[src/hdl/gpio_pkg.sv]
// constants for the four-port gpio block
package gpio_pkg;
  localparam int          ADDR_W      = 4;
  localparam int          PORT_W      = 8;
  localparam int          PE_W        = 3;
  localparam logic [3:0]  OFF_B_PIN   = 4'h0;
  localparam logic [3:0]  OFF_B_DIR   = 4'h1;
  localparam logic [3:0]  OFF_B_LAT   = 4'h2;
  localparam logic [3:0]  OFF_C_PIN   = 4'h3;
  localparam logic [3:0]  OFF_C_DIR   = 4'h4;
  localparam logic [3:0]  OFF_C_LAT   = 4'h5;
  localparam logic [3:0]  OFF_D_PIN   = 4'h6;
  localparam logic [3:0]  OFF_D_DIR   = 4'h7;
  localparam logic [3:0]  OFF_D_LAT   = 4'h8;
  localparam logic [3:0]  OFF_E_PIN   = 4'h9;
  localparam logic [3:0]  OFF_E_DIR   = 4'ha;
  localparam logic [3:0]  OFF_E_LAT   = 4'hb;
  localparam logic [7:0]  PORT_RST    = 8'h00;
  localparam logic [2:0]  PE_RST      = 3'h0;
  localparam int          BIT_RESET   = 0;
  localparam int          BIT_OSC_IN  = 1;
  localparam int          BIT_OSC_OUT = 2;
endpackage : gpio_pkg

[src/hdl/pin_sync.sv]
// three-stage input synchroniser; a change counts once stages two and three agree
`timescale 1ns/100ps
`default_nettype none
module pin_sync #(
  parameter int W = 8
) (
  // clock and reset
  input  wire logic         ref_clk,
  input  wire logic         reset,
  // pins
  input  wire logic [W-1:0] async_in,
  output logic      [W-1:0] sync_out
);
  logic [W-1:0] s1_q;
  logic [W-1:0] s2_q;
  logic [W-1:0] s3_q;

  always_ff @(posedge ref_clk or posedge reset) begin
    if (reset) begin
      s1_q <= '0;
      s2_q <= '0;
      s3_q <= '0;
    end else begin
      s1_q <= async_in;
      s2_q <= s1_q;
      s3_q <= s2_q;
    end
  end

  always_ff @(posedge ref_clk or posedge reset) begin
    if (reset) begin
      sync_out <= '0;
    end else begin
      for (int i = 0; i < W; i++) begin
        if (s2_q[i] == s3_q[i]) begin
          sync_out[i] <= s3_q[i];
        end
      end
    end
  end
endmodule : pin_sync
`default_nettype wire

[src/hdl/gpio_ports.sv]
// general-purpose i/o ports b, c, d and e with port e alternate functions
// Functional notes
// - crystal output mode takes port e pin 2 away from gpio.
// - port e pin 1 is oscillator input, no gpio, unless internal rc clock; then gpio.
// - pin 1 value override from compare b; pin 2 input disable from analog0.
// - reset-disable fuse programmed: port e pin 0 is ordinary gpio.
// - fuse unprogrammed: pin 0 belongs to reset circuitry, no gpio.
// - as reset pin, pin 0 direction, latch and input bits read zero.
// - ports b, c, d have 8-bit rw output latches resetting to zero.
// - ports b, c, d have 8-bit rw direction registers resetting to zero.
// - port e direction and latch: bits 2..0 rw, bits 7..3 read zero.
//
// Strobed register access and the register offsets were decided locally.
`timescale 1ns/100ps
`default_nettype none
module gpio_ports #(
  parameter int PW = gpio_pkg::PORT_W
) (
  // clock and reset
  input  wire logic                        ref_clk,
  input  wire logic                        reset,
  // register port
  input  wire logic [gpio_pkg::ADDR_W-1:0] reg_addr,
  input  wire logic [7:0]                  reg_wdata,
  input  wire logic                        reg_wr,
  input  wire logic                        reg_rd,
  output logic      [7:0]                  reg_rdata,
  // configuration straps and peripheral signals
  input  wire logic                        reset_pin_disable_fuse,
  input  wire logic                        osc_output_pin_used,
  input  wire logic                        internal_rc_clock_sel,
  input  wire logic                        compare_b_output_enable,
  input  wire logic                        timer0_compare_b_out,
  input  wire logic                        analog0_digital_disable,
  // port b pins
  input  wire logic [PW-1:0]               port_b_in,
  output logic      [PW-1:0]               port_b_out,
  output logic      [PW-1:0]               port_b_oe,
  // port c pins
  input  wire logic [PW-1:0]               port_c_in,
  output logic      [PW-1:0]               port_c_out,
  output logic      [PW-1:0]               port_c_oe,
  // port d pins
  input  wire logic [PW-1:0]               port_d_in,
  output logic      [PW-1:0]               port_d_out,
  output logic      [PW-1:0]               port_d_oe,
  // port e pins
  input  wire logic [2:0]                  port_e_in,
  output logic      [2:0]                  port_e_out,
  output logic      [2:0]                  port_e_oe,
  // reset pin to reset circuitry
  output logic                             ext_reset_pin_level
);

  // pin synchronisers
  logic [PW-1:0] b_sync;
  logic [PW-1:0] c_sync;
  logic [PW-1:0] d_sync;
  logic [2:0]    e_sync;

  pin_sync #(.W(3*PW + 3)) u_sync (
    .ref_clk  (ref_clk),
    .reset    (reset),
    .async_in ({port_e_in, port_d_in, port_c_in, port_b_in}),
    .sync_out ({e_sync, d_sync, c_sync, b_sync})
  );

  // registers
  logic [PW-1:0] b_lat_q;
  logic [PW-1:0] b_dir_q;
  logic [PW-1:0] c_lat_q;
  logic [PW-1:0] c_dir_q;
  logic [PW-1:0] d_lat_q;
  logic [PW-1:0] d_dir_q;
  logic [2:0]    e_lat_q;
  logic [2:0]    e_dir_q;

  // pin 0 is the reset pin while the fuse is unprogrammed
  logic e0_is_reset;
  logic e1_is_clock;
  logic e2_is_clock;
  logic [2:0] e_gpio_ok;

  assign e0_is_reset = !reset_pin_disable_fuse;
  assign e1_is_clock = !internal_rc_clock_sel;
  assign e2_is_clock = osc_output_pin_used;
  assign e_gpio_ok   = {!e2_is_clock, !e1_is_clock, !e0_is_reset};

  // pin input write toggles the latch bits
  function automatic logic [7:0] wr_val(input logic [7:0] cur, input logic [7:0] wd,
                                        input logic is_pin);
    wr_val = is_pin ? (cur ^ wd) : wd;
  endfunction : wr_val

  // ports b, c, d
  always_ff @(posedge ref_clk or posedge reset) begin
    if (reset) begin
      b_lat_q <= gpio_pkg::PORT_RST;
      b_dir_q <= gpio_pkg::PORT_RST;
      c_lat_q <= gpio_pkg::PORT_RST;
      c_dir_q <= gpio_pkg::PORT_RST;
      d_lat_q <= gpio_pkg::PORT_RST;
      d_dir_q <= gpio_pkg::PORT_RST;
    end else if (reg_wr) begin
      unique case (reg_addr)
        gpio_pkg::OFF_B_PIN: b_lat_q <= wr_val(b_lat_q, reg_wdata, 1'b1);
        gpio_pkg::OFF_B_DIR: b_dir_q <= reg_wdata;
        gpio_pkg::OFF_B_LAT: b_lat_q <= reg_wdata;
        gpio_pkg::OFF_C_PIN: c_lat_q <= wr_val(c_lat_q, reg_wdata, 1'b1);
        gpio_pkg::OFF_C_DIR: c_dir_q <= reg_wdata;
        gpio_pkg::OFF_C_LAT: c_lat_q <= reg_wdata;
        gpio_pkg::OFF_D_PIN: d_lat_q <= wr_val(d_lat_q, reg_wdata, 1'b1);
        gpio_pkg::OFF_D_DIR: d_dir_q <= reg_wdata;
        gpio_pkg::OFF_D_LAT: d_lat_q <= reg_wdata;
        default: ;
      endcase
    end
  end

  // port e, only bits 2..0 are stored
  always_ff @(posedge ref_clk or posedge reset) begin
    if (reset) begin
      e_lat_q <= gpio_pkg::PE_RST;
      e_dir_q <= gpio_pkg::PE_RST;
    end else if (reg_wr) begin
      if (reg_addr == gpio_pkg::OFF_E_PIN) begin
        e_lat_q <= e_lat_q ^ reg_wdata[2:0];
      end else if (reg_addr == gpio_pkg::OFF_E_DIR) begin
        e_dir_q <= reg_wdata[2:0];
      end else if (reg_addr == gpio_pkg::OFF_E_LAT) begin
        e_lat_q <= reg_wdata[2:0];
      end
    end
  end

  // port e input path; digital input of pin 2 disabled by analog0 bit
  logic [2:0] e_in_eff;
  assign e_in_eff = {e_sync[2] & !analog0_digital_disable, e_sync[1:0]};

  // port e read masking for reset pin
  logic [2:0] e_mask;
  assign e_mask = {2'b11, !e0_is_reset};

  // read data, one cycle after the strobe
  always_ff @(posedge ref_clk or posedge reset) begin
    if (reset) begin
      reg_rdata <= 8'h00;
    end else if (reg_rd) begin
      unique case (reg_addr)
        gpio_pkg::OFF_B_PIN: reg_rdata <= b_sync;
        gpio_pkg::OFF_B_DIR: reg_rdata <= b_dir_q;
        gpio_pkg::OFF_B_LAT: reg_rdata <= b_lat_q;
        gpio_pkg::OFF_C_PIN: reg_rdata <= c_sync;
        gpio_pkg::OFF_C_DIR: reg_rdata <= c_dir_q;
        gpio_pkg::OFF_C_LAT: reg_rdata <= c_lat_q;
        gpio_pkg::OFF_D_PIN: reg_rdata <= d_sync;
        gpio_pkg::OFF_D_DIR: reg_rdata <= d_dir_q;
        gpio_pkg::OFF_D_LAT: reg_rdata <= d_lat_q;
        gpio_pkg::OFF_E_PIN: reg_rdata <= {5'h00, e_in_eff & e_mask};
        gpio_pkg::OFF_E_DIR: reg_rdata <= {5'h00, e_dir_q & e_mask};
        gpio_pkg::OFF_E_LAT: reg_rdata <= {5'h00, e_lat_q & e_mask};
        default:             reg_rdata <= 8'h00;
      endcase
    end else begin
      reg_rdata <= 8'h00;
    end
  end

  // port e overrides: only pin 1 carries a value override
  logic [2:0] pin_value_override_enable;
  logic [2:0] pin_value_override_value;
  assign pin_value_override_enable = {1'b0, compare_b_output_enable, 1'b0};
  assign pin_value_override_value  = {1'b0, timer0_compare_b_out, 1'b0};

  // pin drivers
  always_ff @(posedge ref_clk or posedge reset) begin
    if (reset) begin
      port_b_out <= '0;
      port_b_oe  <= '0;
      port_c_out <= '0;
      port_c_oe  <= '0;
      port_d_out <= '0;
      port_d_oe  <= '0;
    end else begin
      port_b_out <= b_lat_q;
      port_b_oe  <= b_dir_q;
      port_c_out <= c_lat_q;
      port_c_oe  <= c_dir_q;
      port_d_out <= d_lat_q;
      port_d_oe  <= d_dir_q;
    end
  end

  always_ff @(posedge ref_clk or posedge reset) begin
    if (reset) begin
      port_e_out <= '0;
      port_e_oe  <= '0;
    end else begin
      for (int i = 0; i < 3; i++) begin
        // override value replaces latch; compare b needs dir bit 1 set
        port_e_out[i] <= pin_value_override_enable[i] ? pin_value_override_value[i]
                                                      : e_lat_q[i];
        port_e_oe[i]  <= e_dir_q[i] & e_gpio_ok[i];
      end
    end
  end

  // reset circuitry sees pin 0 only while it is the reset pin
  always_ff @(posedge ref_clk or posedge reset) begin
    if (reset) begin
      ext_reset_pin_level <= 1'b1;
    end else begin
      ext_reset_pin_level <= e0_is_reset ? e_sync[0] : 1'b1;
    end
  end

endmodule : gpio_ports
`default_nettype wire

[config.mk]
export PLATFORM = sky130hd
export DESIGN_NAME = gpio_ports
export DESIGN_NICKNAME = d
export VERILOG_FILES = /design/src/hdl/gpio_pkg.sv /design/src/hdl/pin_sync.sv /design/src/hdl/gpio_ports.sv
export SDC_FILE = /design/constraint.sdc
export NUM_CORES = 1
export LEC_CHECK = 0
export BUFFER_PORTS_ARGS = -buffer_cell sky130_fd_sc_hd__clkbuf_2
export CELL_PAD_IN_SITES_DETAIL_PLACEMENT = 0
export CELL_PAD_IN_SITES_GLOBAL_PLACEMENT = 2
export CORE_UTILIZATION = 40
export DETAILED_ROUTE_END_ITERATION = 8
export GPL_TIMING_DRIVEN = 0
export PLACE_DENSITY = 0.87
export SLEW_MARGIN = 25
export SYNTH_ARGS = -nofsm -noshare
export SYNTH_HDL_FRONTEND = slang
export SYNTH_HIERARCHICAL = 1
export SYNTH_SLANG_ARGS = --single-unit
[constraint.sdc]
create_clock -name ref_clk -period 4.1 [get_ports ref_clk]
set_input_delay 0.205 -clock ref_clk [delete_from_list [all_inputs] [get_ports ref_clk]]
set_output_delay 0.205 -clock ref_clk [all_outputs]
set_load 0.1 [all_outputs]
Yosys cells after proc, flatten, opt, wreduce, memory -nomap -nowiden:

Cells that the tools add are included.

* equal/unequal tests: 39
* reductions and logical operators: 15
* mux-type cells: 10
* bitwise operators: 12

Operators by type and width (number)
* $pmux 8 s12: 1
* $pmux 8 s2: 3
* $eq 1x1->1: 27
* $xor 8x8->8: 3
* $eq 4x3->1 const B: 4
* $eq 4x4->1 const B: 4
* $reduce_and 2->1: 6
* $and 3x3->3: 3
* $mux 3: 3
* $eq 4x2->1 const B: 2
* $mux 8: 1
* $reduce_bool 2->1: 4
* $reduce_and 3->1: 2
* $and 1x1->1: 4
* $eq 4x1->1 const B: 1
* $logic_not 4->1: 1
* $xor 3x3->3: 1
* $logic_not 1->1: 2
* $mux 1: 2
* $ne 2x2->1 const B: 1
* $not 1->1: 1

* word-level logic and storage cells: 124
* bits in registers: 225
* bits of input ports: 49
* output and inout bits: 63

Longest topological paths before layout:

Gate-level depths: netlist of run 1.

* depth after elaboration: 5
* gate-level depth with buffers: 7
* depth with buffers taken out: 4

Hierarchy:

Netlist of run 1, hierarchy kept.

Modules (own cells, without submodules)
* gpio_ports: area an instance 4812.1 um2, cells each 383, instances 1, seq. area each 2929.1 um2
* pin_sync: area an instance 3010.4 um2, cells each 136, instances 1, seq. area each 2702.6 um2

Worst setup path before layout of run 1:

No wires, ideal clock.

* kind: input-to-reg
* start point: input reg_addr[1] (netlist bit)
* end point: register d_lat_q[0]
* setup slack: 2694 ps
* cell stages on the path: 5
* library setup time: 99 ps
* arrival time: 1306 ps
* required time: 4001 ps
* cell sequence: buf_2 -> or4b_4 -> a21oi_4 -> nor2_1 -> a311oi_1

* longest elaborated chain between the ends: 3

RTL lines
* start, declared: RTL line gpio_ports.sv:23 `input wire logic [gpio_pkg::ADDR_W-1:0] reg_addr,`
* $eq 4x4->1 or $eq 4x3->1 (tied branches): RTL line gpio_ports.sv:105 `unique case (reg_addr)`
* $reduce_bool 2->1 (no line)
* $reduce_and 2->1 (no line)
* end signal, assigned: RTL line gpio_ports.sv:102 `d_lat_q <= gpio_pkg::PORT_RST;`
* end signal, assigned: RTL line gpio_ports.sv:112 `gpio_pkg::OFF_D_PIN: d_lat_q <= wr_val(d_lat_q, reg_wdata, 1'b1);`
* end signal, assigned: RTL line gpio_ports.sv:114 `gpio_pkg::OFF_D_LAT: d_lat_q <= reg_wdata;`
* end, declared: RTL line gpio_ports.sv:73 `logic [PW-1:0] d_lat_q;`

Several ways; a longest one is shown, not always the timed one.
A chain may end at the register's enable or synchronous reset.

Worst setup path in the final report of run 1:

* start point: register ext_reset_pin_level
* end point: output ext_reset_pin_level

RTL lines
* start, declared: RTL line gpio_ports.sv:52 `output logic ext_reset_pin_level`
* start signal, assigned: RTL line gpio_ports.sv:213 `ext_reset_pin_level <= e0_is_reset ? e_sync[0] : 1'b1;`

No word-level cell between the ends.

==> summary.txt, run 1 <==
Placement
  – Port bufs: 109
  – Routability cong.: 0.860
  – Dpl hpwl: 12,200 um
  – Cells after DPL: 890

Clock tree
  – H-Tree Level Count: 1
  – Hold Buf Count CTS: 35
  – Skew-Pair Late Insertion Delay: 510 ps
  – Post-CTS repair timing setup buffer count: 0
  – Post-CTS sizing: 0
  – Clock transition at path regs: 70 ps
  – CTS max path bufs: 3
  – CTS tree: done
  – CTS Root Cell: clkbuf_16
  – Num CTS Buffers: 22
  – Sink Count: 225

Detailed routing
  – Vias/cell: 4.99
  – Final antenna-violating net count: 0
  – Drt drc: 0
  – Highest Signal Layer: met4
  – Vias: 4,815
  – Routed WL: 17,700 um
  – DR WL met2: 8580 um
  – Drt first-iter violations: 360
  – Pre-Repair DR Iteration Count: 5
  – Post-Route M1 WL: 7750 um
  – Met3 routed WL: 991 um
  – Mean routed wirelength per cell: 18.3 um

Outcome
  – Outcome: completed

Floorplan
  – Die area: 20,100 sq um
  – Initial core utilization: 41.3%
  – FP Rows: 50
  – Die H: 142 um
  – Core region area: 19,000 sq um
  – Io pins: 112
  – DIE WIDTH: 142 um

Yosys
  – Cell Area, Synth: 7820 sq um
  – Area leader, netlist: dfrtp_1
  – Synth top area share: 71.7%
  – Synth Warn #: 6
  – Synthesis-stage register bit count: 225
  – Ranking of synthesized cells by area: dfrtp_1 72%, maj3_2 3.9%, mux2_1 3.9%
  – Post-Synthesis Cells: 519
  – EDFF count, synth: 0
  – Synth Net Count: 568
  – Ys async rst share: 100%
  – Syn avg cell area: 15.1 sq um
  – Seq/Total Area, Yosys: 72.0%
  – Dominant synthesized flop cell: dfrtp_1
  – Post-synth cell types: 60

Critical path
  – Crit-path leading delay family: flip-flops
  – R2r setup slk: 2660 ps
  – CP Max Fanout: 1
  – CP Cell Sequence: clkbuf_2
  – Reg2Reg Depth: 3
  – CP peak stage delay: 510 ps
  – RR Startpoint: d_lat_q[4]
  – Reg-to-reg endpoint: reg_rdata[4]
  – Crit path DAT: 1450 ps
  – WP data required: 3890 ps
  – CP Buf/Inv Count: 1
  – Worst setup SP type: register
  – CP endpoint kind: output pin
  – Setup CP Type: register to output pin
  – Slowest cell on the critical path: dfstp_2
  – Crit path launch: ext_reset_pin_level

STA
  – Hold slack: 28.2 ps
  – Hold Fails Final Rpt: 0
  – Final setup fails: 0
  – RSZ-0062 raised after global routing: no
  – Fmax: 603 MHz
  – Worst slew pin tran: 664 ps
  – Final worst-path cycle share: 40.5%
  – Final Max Slew Viols: 0
  – Final worst path period need: 1660 ps
  – Worst rel slew slack: 55.5%
  – Skew final: 19.3 ps

Pwr
  – Maximum vdd drop: 343 uV
  – PnR Total Power: 6050 uW
  – Lkg Pwr: 0.00450 uW
  – Power per Cell Area: 616 nW/um^2

GRT
  – GRT Util Overall: 18.3%
  – Initial antenna violation count: 0
  – Largest net degree at the start of global routing: 79
  – Vias in the first global route: 4,955
  – Grt total ovfl: 0
  – First-pass GRT wire length: 28,000 um

Final layout
  – Final core utilization: 51.7%
  – Layout Area Growth over Synthesis: 25.4%
  – Nets@finish: 738
  – Layout cells sized above 1: 28.2%
  – Post-Layout Cell Count: 965
  – Ant diodes: 0

Hold path
  – Worst Hold Launch: reg_wdata[4]
  – Hold path depth: 2
  – Hold WC Path Type: input pin to register
  – Hold path endpoint: d_lat_q[4]

Run
  – Max-cap viol count: 0
## layout by cell type (no fill, tap or decap), types with 5 or more instances in the layout
cell type	netlist	final
a21oi_1	29	29
a311oi_1	17	17
a31oi_1	6	6
buf_2	10	10
clkbuf_1	6	18
clkbuf_16	0	23
clkbuf_2	0	109
dfrtp_1	224	224
dlygate4sd3_1	0	35
maj3_2	27	27
mux2_1	27	27
mux2_2	5	5
mux2i_1	13	13
nand2_1	26	26
nand3b_1	6	6
nor2_1	27	27
nor2b_1	8	8
xor2_1	8	8
## how the worst max path moves through the flow
| stage | end | cells past startpoint |
|---|---|---|
| final | ext_reset_pin_level | 1 |
| after floorplan | b_dir_q[0] | 1 |
| after global placement | port_d_oe[1] | 2 |
| after global routing | ext_reset_pin_level | 1 |
| after CTS | ext_reset_pin_level | 1 |
| after detailed placement | b_lat_q[5] | 6 |
## Yosys cell counts, types with 2 or more instances
cell type / instances
o211ai_1: 3
nor3_1: 4
buf_2: 10
o21ai_1: 4
and2_1: 4
clkbuf_1: 6
inv_1: 6
maj3_2: 27
nand3b_1: 6
nand3_1: 3
xor2_1: 8
or2_2: 2
nor2b_1: 8
and3_1: 3
buf_4: 3
a21oi_1: 29
dfrtp_1: 224
a22o_1: 4
nand2_1: 26
a22oi_1: 3
a31oi_1: 6
mux2_1: 27
mux2i_1: 13
mux2_2: 5
and4bb_2: 2
nor2_1: 27
a222oi_1: 4
a311oi_1: 17
o22ai_1: 4
## report_power, final
part           total [uW]  switching (uW)  internal (uW)  leakage (uW)
sequential           2700             186           2520       0.00275
clock                1950             800           1150      0.000337
combinational        1390            1120            267       0.00141
## cell type report
type | count | area, sq um
Buffer | 20 | 98.8
Clock buffer | 38 | 662
Clock inverter | 2 | 35.0
Fill cell | 1612 | 9150
Inverter | 7 | 36.3
Multi-Input combinational cell | 267 | 2070
Sequential cell | 225 | 5630
Tap cell | 260 | 325
Timing Repair Buffer | 146 | 951
## logic make-up after synthesis
logic type                 share of synthesized area [%]
muxes                                               6.56
adders and majority gates                           3.89
and+or+nand+nor                                     7.63
xor gates and xnor gates                           0.896
buffers and inverters                               1.60
DFF                                                 72.0
AOI/OAI and AO/OA                                   7.44
## state kept, by name, summed over array words and instances, names as in the netlist
signal               cells
b_dir_q                  8
b_lat_q                  8
c_dir_q                  8
c_lat_q                  8
d_dir_q                  8
d_lat_q                  8
e_dir_q                  3
e_lat_q                  3
ext_reset_pin_level      1
port_b_oe                8
port_b_out               8
port_c_oe                8
port_c_out               8
port_d_oe                8
port_d_out               8
port_e_oe                3
port_e_out               3
reg_rdata                8
u_sync/s1_q             27
u_sync/s2_q             27
u_sync/s3_q             27
u_sync/sync_out         27
## metrics by stage
stage	worst slack [ps]	instance area, sq um	TNS [ps]
after floorplan	796	7820	0
after global placement	-366	8690	-41380
after detailed placement	2180	8760	0
after CTS	2420	9810	0
after global routing	2400	9810	0
final	2440	9810	0
## per-layer routing
| metal | global-route usage [%] | up-vias |
|---|---|---|
| met2 | 29.9 | 144 |
| met3 | 3.04 | 26 |
| met1 | 25.3 | 2445 |
| li1 | - | 2200 |
| met5 | 0 | - |
| met4 | 5.21 | 0 |
No activity file was read; power rests on OpenSTA's default activity.
==> inputs of run 2 (changes only) <==
--- a/config.mk
+++ b/config.mk
@@ -8,10 +8,10 @@
 export BUFFER_PORTS_ARGS = -buffer_cell sky130_fd_sc_hd__clkbuf_2
 export CELL_PAD_IN_SITES_DETAIL_PLACEMENT = 0
 export CELL_PAD_IN_SITES_GLOBAL_PLACEMENT = 2
-export CORE_UTILIZATION = 40
+export CORE_UTILIZATION = 36
 export DETAILED_ROUTE_END_ITERATION = 8
 export GPL_TIMING_DRIVEN = 0
-export PLACE_DENSITY = 0.87
+export PLACE_DENSITY = 0.84
 export SLEW_MARGIN = 25
 export SYNTH_ARGS = -nofsm -noshare
 export SYNTH_HDL_FRONTEND = slang
==> constraint.sdc (replaced) <==
create_clock -name ref_clk -period 1.5 [get_ports ref_clk]
set_input_delay 0.075 -clock ref_clk [delete_from_list [all_inputs] [get_ports ref_clk]]
set_output_delay 0.075 -clock ref_clk [all_outputs]
set_load 0.1 [all_outputs]
==> summary.txt, run 2 (synthesized netlist as in run 1, its figures left out) <==
Outcome
  – Outcome: completed (unchanged)

Detailed routing
  – Drt first-iter violations: 307 (was 360)
  – Pre-Repair DR Iteration Count: 4 (was 5)
  – Mean routed wirelength per cell: 17.8 um (was 18.3 um)
  – Final antenna-violating net count: 0 (unchanged)
  – Vias: 4,830 (was 4,815)
  – Vias/cell: 4.86 (was 4.99)
  – Routed WL: 17,700 um (about the same)
  – Drt drc: 0 (unchanged)

Pwr
  – Internal Power: 10,900 uW (was 3940 uW)
  – Lkg Pwr: 0.00460 uW (was 0.00450 uW)
  – Maximum vdd drop: 834 uV (was 343 uV)
  – Sw Ratio: 35.0% (was 34.9%)
  – Reported net switching power: 5880 uW (was 2110 uW)
  – Power per Cell Area: 1680 nW/um^2 (was 616 nW/um^2)
  – Sequential share of power: 44.0% (was 44.7%)
  – Clk pwr share: 33.2% (was 32.3%)
  – Gate power share: 22.8% (was 23.0%)
  – PnR Total Power: 16,800 uW (was 6050 uW)

GRT
  – Grt total ovfl: 0 (unchanged)
  – GRT Util Overall: 16.6% (was 18.3%)
  – First-pass GRT wire length: 28,100 um (was 28,000 um)
  – Initial antenna violation count: 0 (unchanged)
  – Largest net degree at the start of global routing: 35 (was 79)
  – Vias in the first global route: 4,952 (was 4,955)

Clock tree
  – Clock transition at path regs: 60 ps (was 70 ps)
  – Skew-Pair Late Insertion Delay: 510 ps (about the same)
  – CTS Root Cell: clkbuf_16 (unchanged)
  – CTS tree: done (unchanged)
  – Num CTS Buffers: 23 (was 22)
  – H-Tree Level Count: 1 (unchanged)
  – CTS max path bufs: 3 (unchanged)
  – Sink Count: 225 (unchanged)

Critical path
  – CP Buf/Inv Count: 1 (unchanged)
  – Crit-path leading delay family: buffers and inverters (was flip-flops)
  – CP peak stage delay: 480 ps (was 510 ps)
  – Crit path DAT: 1370 ps (was 1450 ps)
  – Slowest cell on the critical path: clkbuf_2 (was dfstp_2)
  – Setup CP Type: register to output pin (unchanged)
  – CP endpoint kind: output pin (unchanged)
  – CP Max Fanout: 1 (unchanged)
  – Worst setup SP type: register (unchanged)
  – WP data required: 1420 ps (was 3890 ps)
  – CP Cell Sequence: clkbuf_2 (unchanged)

Final layout
  – Storage cell area: 5630 sq um (unchanged)
  – Final core utilization: 47.5% (was 51.7%)
  – Commonest non-fill, non-tap cells in the layout: 224 x dfrtp_1, 108 x clkbuf_2, 41 x dlygate4sd3_1, 29 x a21oi_1 (was 224 x dfrtp_1, 109 x clkbuf_2, 35 x dlygate4sd3_1, 29 x a21oi_1)
  – Layout Area Growth over Synthesis: 28.4% (was 25.4%)
  – Nets@finish: 750 (was 738)
  – Ant diodes: 0 (unchanged)
  – Final instance area: 10,000 sq um (was 9810 sq um)
  – Layout cells sized above 1: 29.8% (was 28.2%)
  – Multi-input logic area: 2070 sq um (unchanged)
  – Post-Layout Cell Count: 993 (was 965)
  – # fillers: 1,864 (was 1,612)
  – Commonest non-fill, non-tap cell in the layout: dfrtp_1 (unchanged)

STA
  – Worst slew pin tran: 622 ps (was 664 ps)
  – Final worst-path cycle share: 96.3%
  – Final setup fails: 0 (unchanged)
  – Fmax: 693 MHz
  – Final worst path period need: 1440 ps
  – RSZ-0062 raised after global routing: no (unchanged)
  – Skew final: 18.2 ps (was 19.3 ps)
  – Worst rel slew slack: 58.2% (was 55.5%)
  – Setup TNS: 0 ps (unchanged)
  – Final Max Slew Viols: 0 (unchanged)
  – Hold Fails Final Rpt: 0 (unchanged)

Hold path
  – Hold WC Path Type: input pin to register (unchanged)

Floorplan
  – Die H: 149 um (was 142 um)
  – Die area: 22,300 sq um (was 20,100 sq um)
  – Core region area: 21,200 sq um (was 19,000 sq um)
  – Initial core utilization: 37.0% (was 41.3%)
  – DIE WIDTH: 149 um (was 142 um)
  – FP Rows: 53 (was 50)
  – Io pins: 112 (unchanged)

Placement
  – Port bufs: 109 (unchanged)
  – Area after DPL: 8870 sq um (was 8760 sq um)
  – Routability cong.: 0.828 (was 0.860)
  – Dpl hpwl: 12,700 um (was 12,200 um)
  – Cells after DPL: 910 (was 890)

Run
  – Max-cap viol count: 0 (unchanged)
## run 2: cell count changes in the layout (fill, tap and decap cells not counted)
cell           change
clkbuf_4           +1
clkbuf_1           -8
clkbuf_2           -1
inv_6              -1
dlygate4sd3_1      +6
clkinvlp_4         +3
clkinv_2           +4
clkbuf_8           +3
buf_12             +5
clkinv_4           +1
## run 2: layer usage
layer	track usage (%)	share of wire, %	up-vias	wire length [um]
met5	0	0	-	0
met4	6.12	2.7	0	486
li1	-	-	2235	-
met1	23.0	45	2423	7890
met3	2.47	5.0	33	886
met2	26.7	48	139	8450
## run 2: path summary, 6_finish.rpt
path                                  from                  end  slack [ps]  cells past startpoint
setup / recovery              port_c_oe[7]         port_c_oe[7]          60                      1
hold / removal                reg_wdata[7]           b_lat_q[7]          30                      3
setup reg to reg                d_lat_q[4]         reg_rdata[4]          80                      3
hold reg to reg            u_sync/s1_q[14]      u_sync/s2_q[14]         340                      0
max in group asynchronous            reset  u_sync/sync_out[22]         390                      6
min in group asynchronous            reset        port_b_out[0]         150                      3
## run 2: repair_timing
item	4_1_cts	5_1_grt
endpoints found under the hold margin	141	0
gates resized for setup	1	0
buffers inserted	0	0
hold buffers	41	0
setup endpoints to repair	1	0
## run 2: cell type report
| cell class | count | share of cell area, % |
|---|---|---|
| plain buffers | 20 | 0.984 |
| clock buffers | 33 | 6.70 |
| multi-input cells | 267 | 20.6 |
| flip-flops and latches | 225 | 56.1 |
| inverters | 7 | 0.336 |
| repair buffers | 157 | 11.1 |
| clock inverters | 9 | 0.798 |
| well taps | 275 | 3.43 |
## run 2: per-stage QoR
step	hold slack [ps]	worst slack, ps
after CTS	9.13	42.2
after floorplan	106	-1.57
final	30.5	56.0
after global placement	185	-703
after detailed placement	117	-264
after global routing	41.0	23.3
## run 2: power by group through the flow
| stage | Clock, uW | Sequential [uW] | Combinational, uW |
|---|---|---|---|
| 2_1_floorplan | 0 | 9640 | 748 |
| 3_3_place_gp | 0 | 7500 | 3670 |
| 6_report | 5590 | 7400 | 3840 |
| 3_5_place_dp | 0 | 7520 | 3760 |
| 5_1_grt | 5980 | 7510 | 4000 |
| 4_1_cts | 5710 | 7420 | 3860 |
==> inputs of run 3 (changes only) <==
--- a/config.mk
+++ b/config.mk
@@ -8,10 +8,12 @@
 export BUFFER_PORTS_ARGS = -buffer_cell sky130_fd_sc_hd__clkbuf_2
 export CELL_PAD_IN_SITES_DETAIL_PLACEMENT = 0
 export CELL_PAD_IN_SITES_GLOBAL_PLACEMENT = 2
+export CORE_MARGIN = 2
 export CORE_UTILIZATION = 36
 export DETAILED_ROUTE_END_ITERATION = 8
 export GPL_TIMING_DRIVEN = 0
 export PLACE_DENSITY = 0.84
+export SKIP_CTS_REPAIR_TIMING = 1
 export SLEW_MARGIN = 25
 export SYNTH_ARGS = -nofsm -noshare
 export SYNTH_HDL_FRONTEND = slang
==> summary.txt, run 3 (synthesized netlist as in run 1, its figures left out) <==
Outcome
  – Outcome: completed (unchanged)

Placement
  – Port bufs: 109 (unchanged)
  – Dpl hpwl: 12,900 um (was 12,700 um)
  – Routability cong.: 0.851 (was 0.828)

GRT
  – Initial antenna violation count: 1 (was 0)
  – Largest net degree at the start of global routing: 37 (was 35)
  – GRT Util Overall: 16.3% (was 16.6%)
  – First-pass GRT wire length: 28,300 um (was 28,100 um)
  – Grt total ovfl: 0 (unchanged)
  – Vias in the first global route: 5,031 (was 4,952)

Critical path
  – CP endpoint kind: output pin (unchanged)
  – Crit-path leading delay family: buffers and inverters (unchanged)
  – WP data required: 1420 ps (about the same)
  – CP Cell Sequence: clkbuf_2 (unchanged)
  – Crit path DAT: 1380 ps (was 1370 ps)
  – Slowest cell on the critical path: clkbuf_2 (unchanged)
  – Setup CP Type: register to output pin (unchanged)
  – CP Buf/Inv Count: 1 (unchanged)
  – CP peak stage delay: 480 ps (about the same)
  – Worst setup SP type: register (unchanged)
  – CP Max Fanout: 1 (unchanged)

Floorplan
  – Io pins: 112 (unchanged)
  – Die H: 151 um (was 149 um)
  – Die area: 22,900 sq um (was 22,300 sq um)
  – Core region area: 21,200 sq um (unchanged)
  – Initial core utilization: 37.0% (unchanged)
  – DIE WIDTH: 151 um (was 149 um)
  – FP Rows: 53 (unchanged)

Hold path
  – Hold WC Path Type: input pin to register (unchanged)

STA
  – Hold Fails Final Rpt: 0 (unchanged)
  – Worst rel slew slack: 56.2% (was 58.2%)
  – Final setup fails: 0 (unchanged)
  – Skew final: 7.97 ps (was 18.2 ps)
  – Final Max Slew Viols: 0 (unchanged)
  – Worst slew pin tran: 657 ps (was 622 ps)
  – Fmax: 690 MHz (was 693 MHz)
  – Final worst path period need: 1450 ps (was 1440 ps)
  – Setup TNS: 0 ps (unchanged)
  – Final worst-path cycle share: 96.7% (was 96.3%)
  – RSZ-0062 raised after global routing: no (unchanged)

Pwr
  – Internal Power: 11,400 uW (was 10,900 uW)
  – Maximum vdd drop: 711 uV (was 834 uV)
  – Reported net switching power: 5840 uW (was 5880 uW)
  – Clk pwr share: 34.6% (was 33.2%)
  – PnR Total Power: 17,200 uW (was 16,800 uW)
  – Power per Cell Area: 1700 nW/um^2 (was 1680 nW/um^2)
  – Sequential share of power: 43.1% (was 44.0%)
  – Gate power share: 22.3% (was 22.8%)
  – Sw Ratio: 34.0% (was 35.0%)
  – Lkg Pwr: 0.00463 uW (was 0.00460 uW)

Clock tree
  – Skew-Pair Late Insertion Delay: 500 ps (was 510 ps)
  – H-Tree Level Count: 1 (unchanged)
  – CTS max path bufs: 3 (unchanged)
  – Clock transition at path regs: 70 ps (was 60 ps)
  – Sink Count: 225 (unchanged)
  – CTS Root Cell: clkbuf_16 (unchanged)
  – Num CTS Buffers: 23 (unchanged)
  – CTS tree: done (unchanged)

Final layout
  – Nets@finish: 750 (unchanged)
  – # fillers: 1,795 (was 1,864)
  – Layout cells sized above 1: 30.1% (was 29.8%)
  – Commonest non-fill, non-tap cells in the layout: 224 x dfrtp_1, 108 x clkbuf_2, 41 x dlygate4sd3_1, 29 x a21oi_1 (unchanged)
  – Layout Area Growth over Synthesis: 29.3% (was 28.4%)
  – Commonest non-fill, non-tap cell in the layout: dfrtp_1 (unchanged)

Detailed routing
  – Drt first-iter violations: 383 (was 307)
  – Mean routed wirelength per cell: 18.3 um (was 17.8 um)
  – Final antenna-violating net count: 0 (unchanged)
  – Vias: 4,848 (was 4,830)
  – Vias/cell: 4.88 (was 4.86)
  – Drt drc: 0 (unchanged)
  – Routed WL: 18,200 um (was 17,700 um)
  – Pre-Repair DR Iteration Count: 5 (was 4)

Run
  – Max-cap viol count: 0 (unchanged)
[run 3: changes by cell type in the layout (fill, tap and decap cells not counted), moves of 2 or more]
cell       delta
clkbuf_8      +2
clkinv_2      -2
bufinv_16     +2
diode_2       +2
[run 3: layout make-up]
class	count	area, sq um	area share, %
Buffer	20	98.8	0.977
Antenna cell	2	5.00	0.0495
Inverter	7	33.8	0.334
Timing Repair Buffer	157	1110	11.0
Sequential cell	225	5630	55.7
Clock inverter	7	114	1.13
Tap cell	275	344	3.40
Multi-Input combinational cell	267	2080	20.5
Clock buffer	34	697	6.89
[run 3: final timing paths]
kind                                       from                  to  slack, ps  cells past startpoint
worst max-delay path               port_c_oe[7]        port_c_oe[7]         50                      1
worst min-delay path               reg_wdata[7]          b_lat_q[7]         20                      3
worst max register to register       c_lat_q[7]        reg_rdata[7]         80                      4
worst min register to register  u_sync/s1_q[14]     u_sync/s2_q[14]        340                      0
max in group asynchronous                 reset  u_sync/sync_out[6]        350                      6
min in group asynchronous                 reset        port_e_oe[1]        160                      3
[run 3: tightest hold or removal path: stages]
cell and delay (ps):
clkbuf_1 200, nand2_1 130, xor2_1 70
[run 3: metal layers]
layer  share of wire [%]  up-vias  GRT usage, %
met2                  49      152          26.6
met4                 2.8        0          5.93
met5                   0        -             0
li1                    -     2233             -
met3                 6.1       39          2.92
met1                  42     2424          21.9
[run 3: stage by stage]
stage | cell area, sq um | hold WS [ps] | util (%) | setup slack [ps] | std cells
global placement | 8720 | 185 | 41.2 | -700 | 903
detailed placement | 8870 | 121 | 42.0 | -318 | 910
floorplan | 7830 | 106 | - | -1.57 | 519
finish | 10100 | 18.5 | 47.8 | 49.8 | 994
global route | 10100 | 73.9 | 47.8 | 2.97 | 993
CTS | 9690 | -395 | 45.8 | -40.6 | 951
[run 3: power by group through the flow]
stage / combinational, uW / sequential, uW / clock [uW]
2_1_floorplan: 748 / 9640 / 0
3_3_place_gp: 3680 / 7500 / 0
3_5_place_dp: 3770 / 7530 / 0
4_1_cts: 3780 / 7420 / 6090
5_1_grt: 4010 / 7510 / 6390
6_report: 3840 / 7410 / 5960
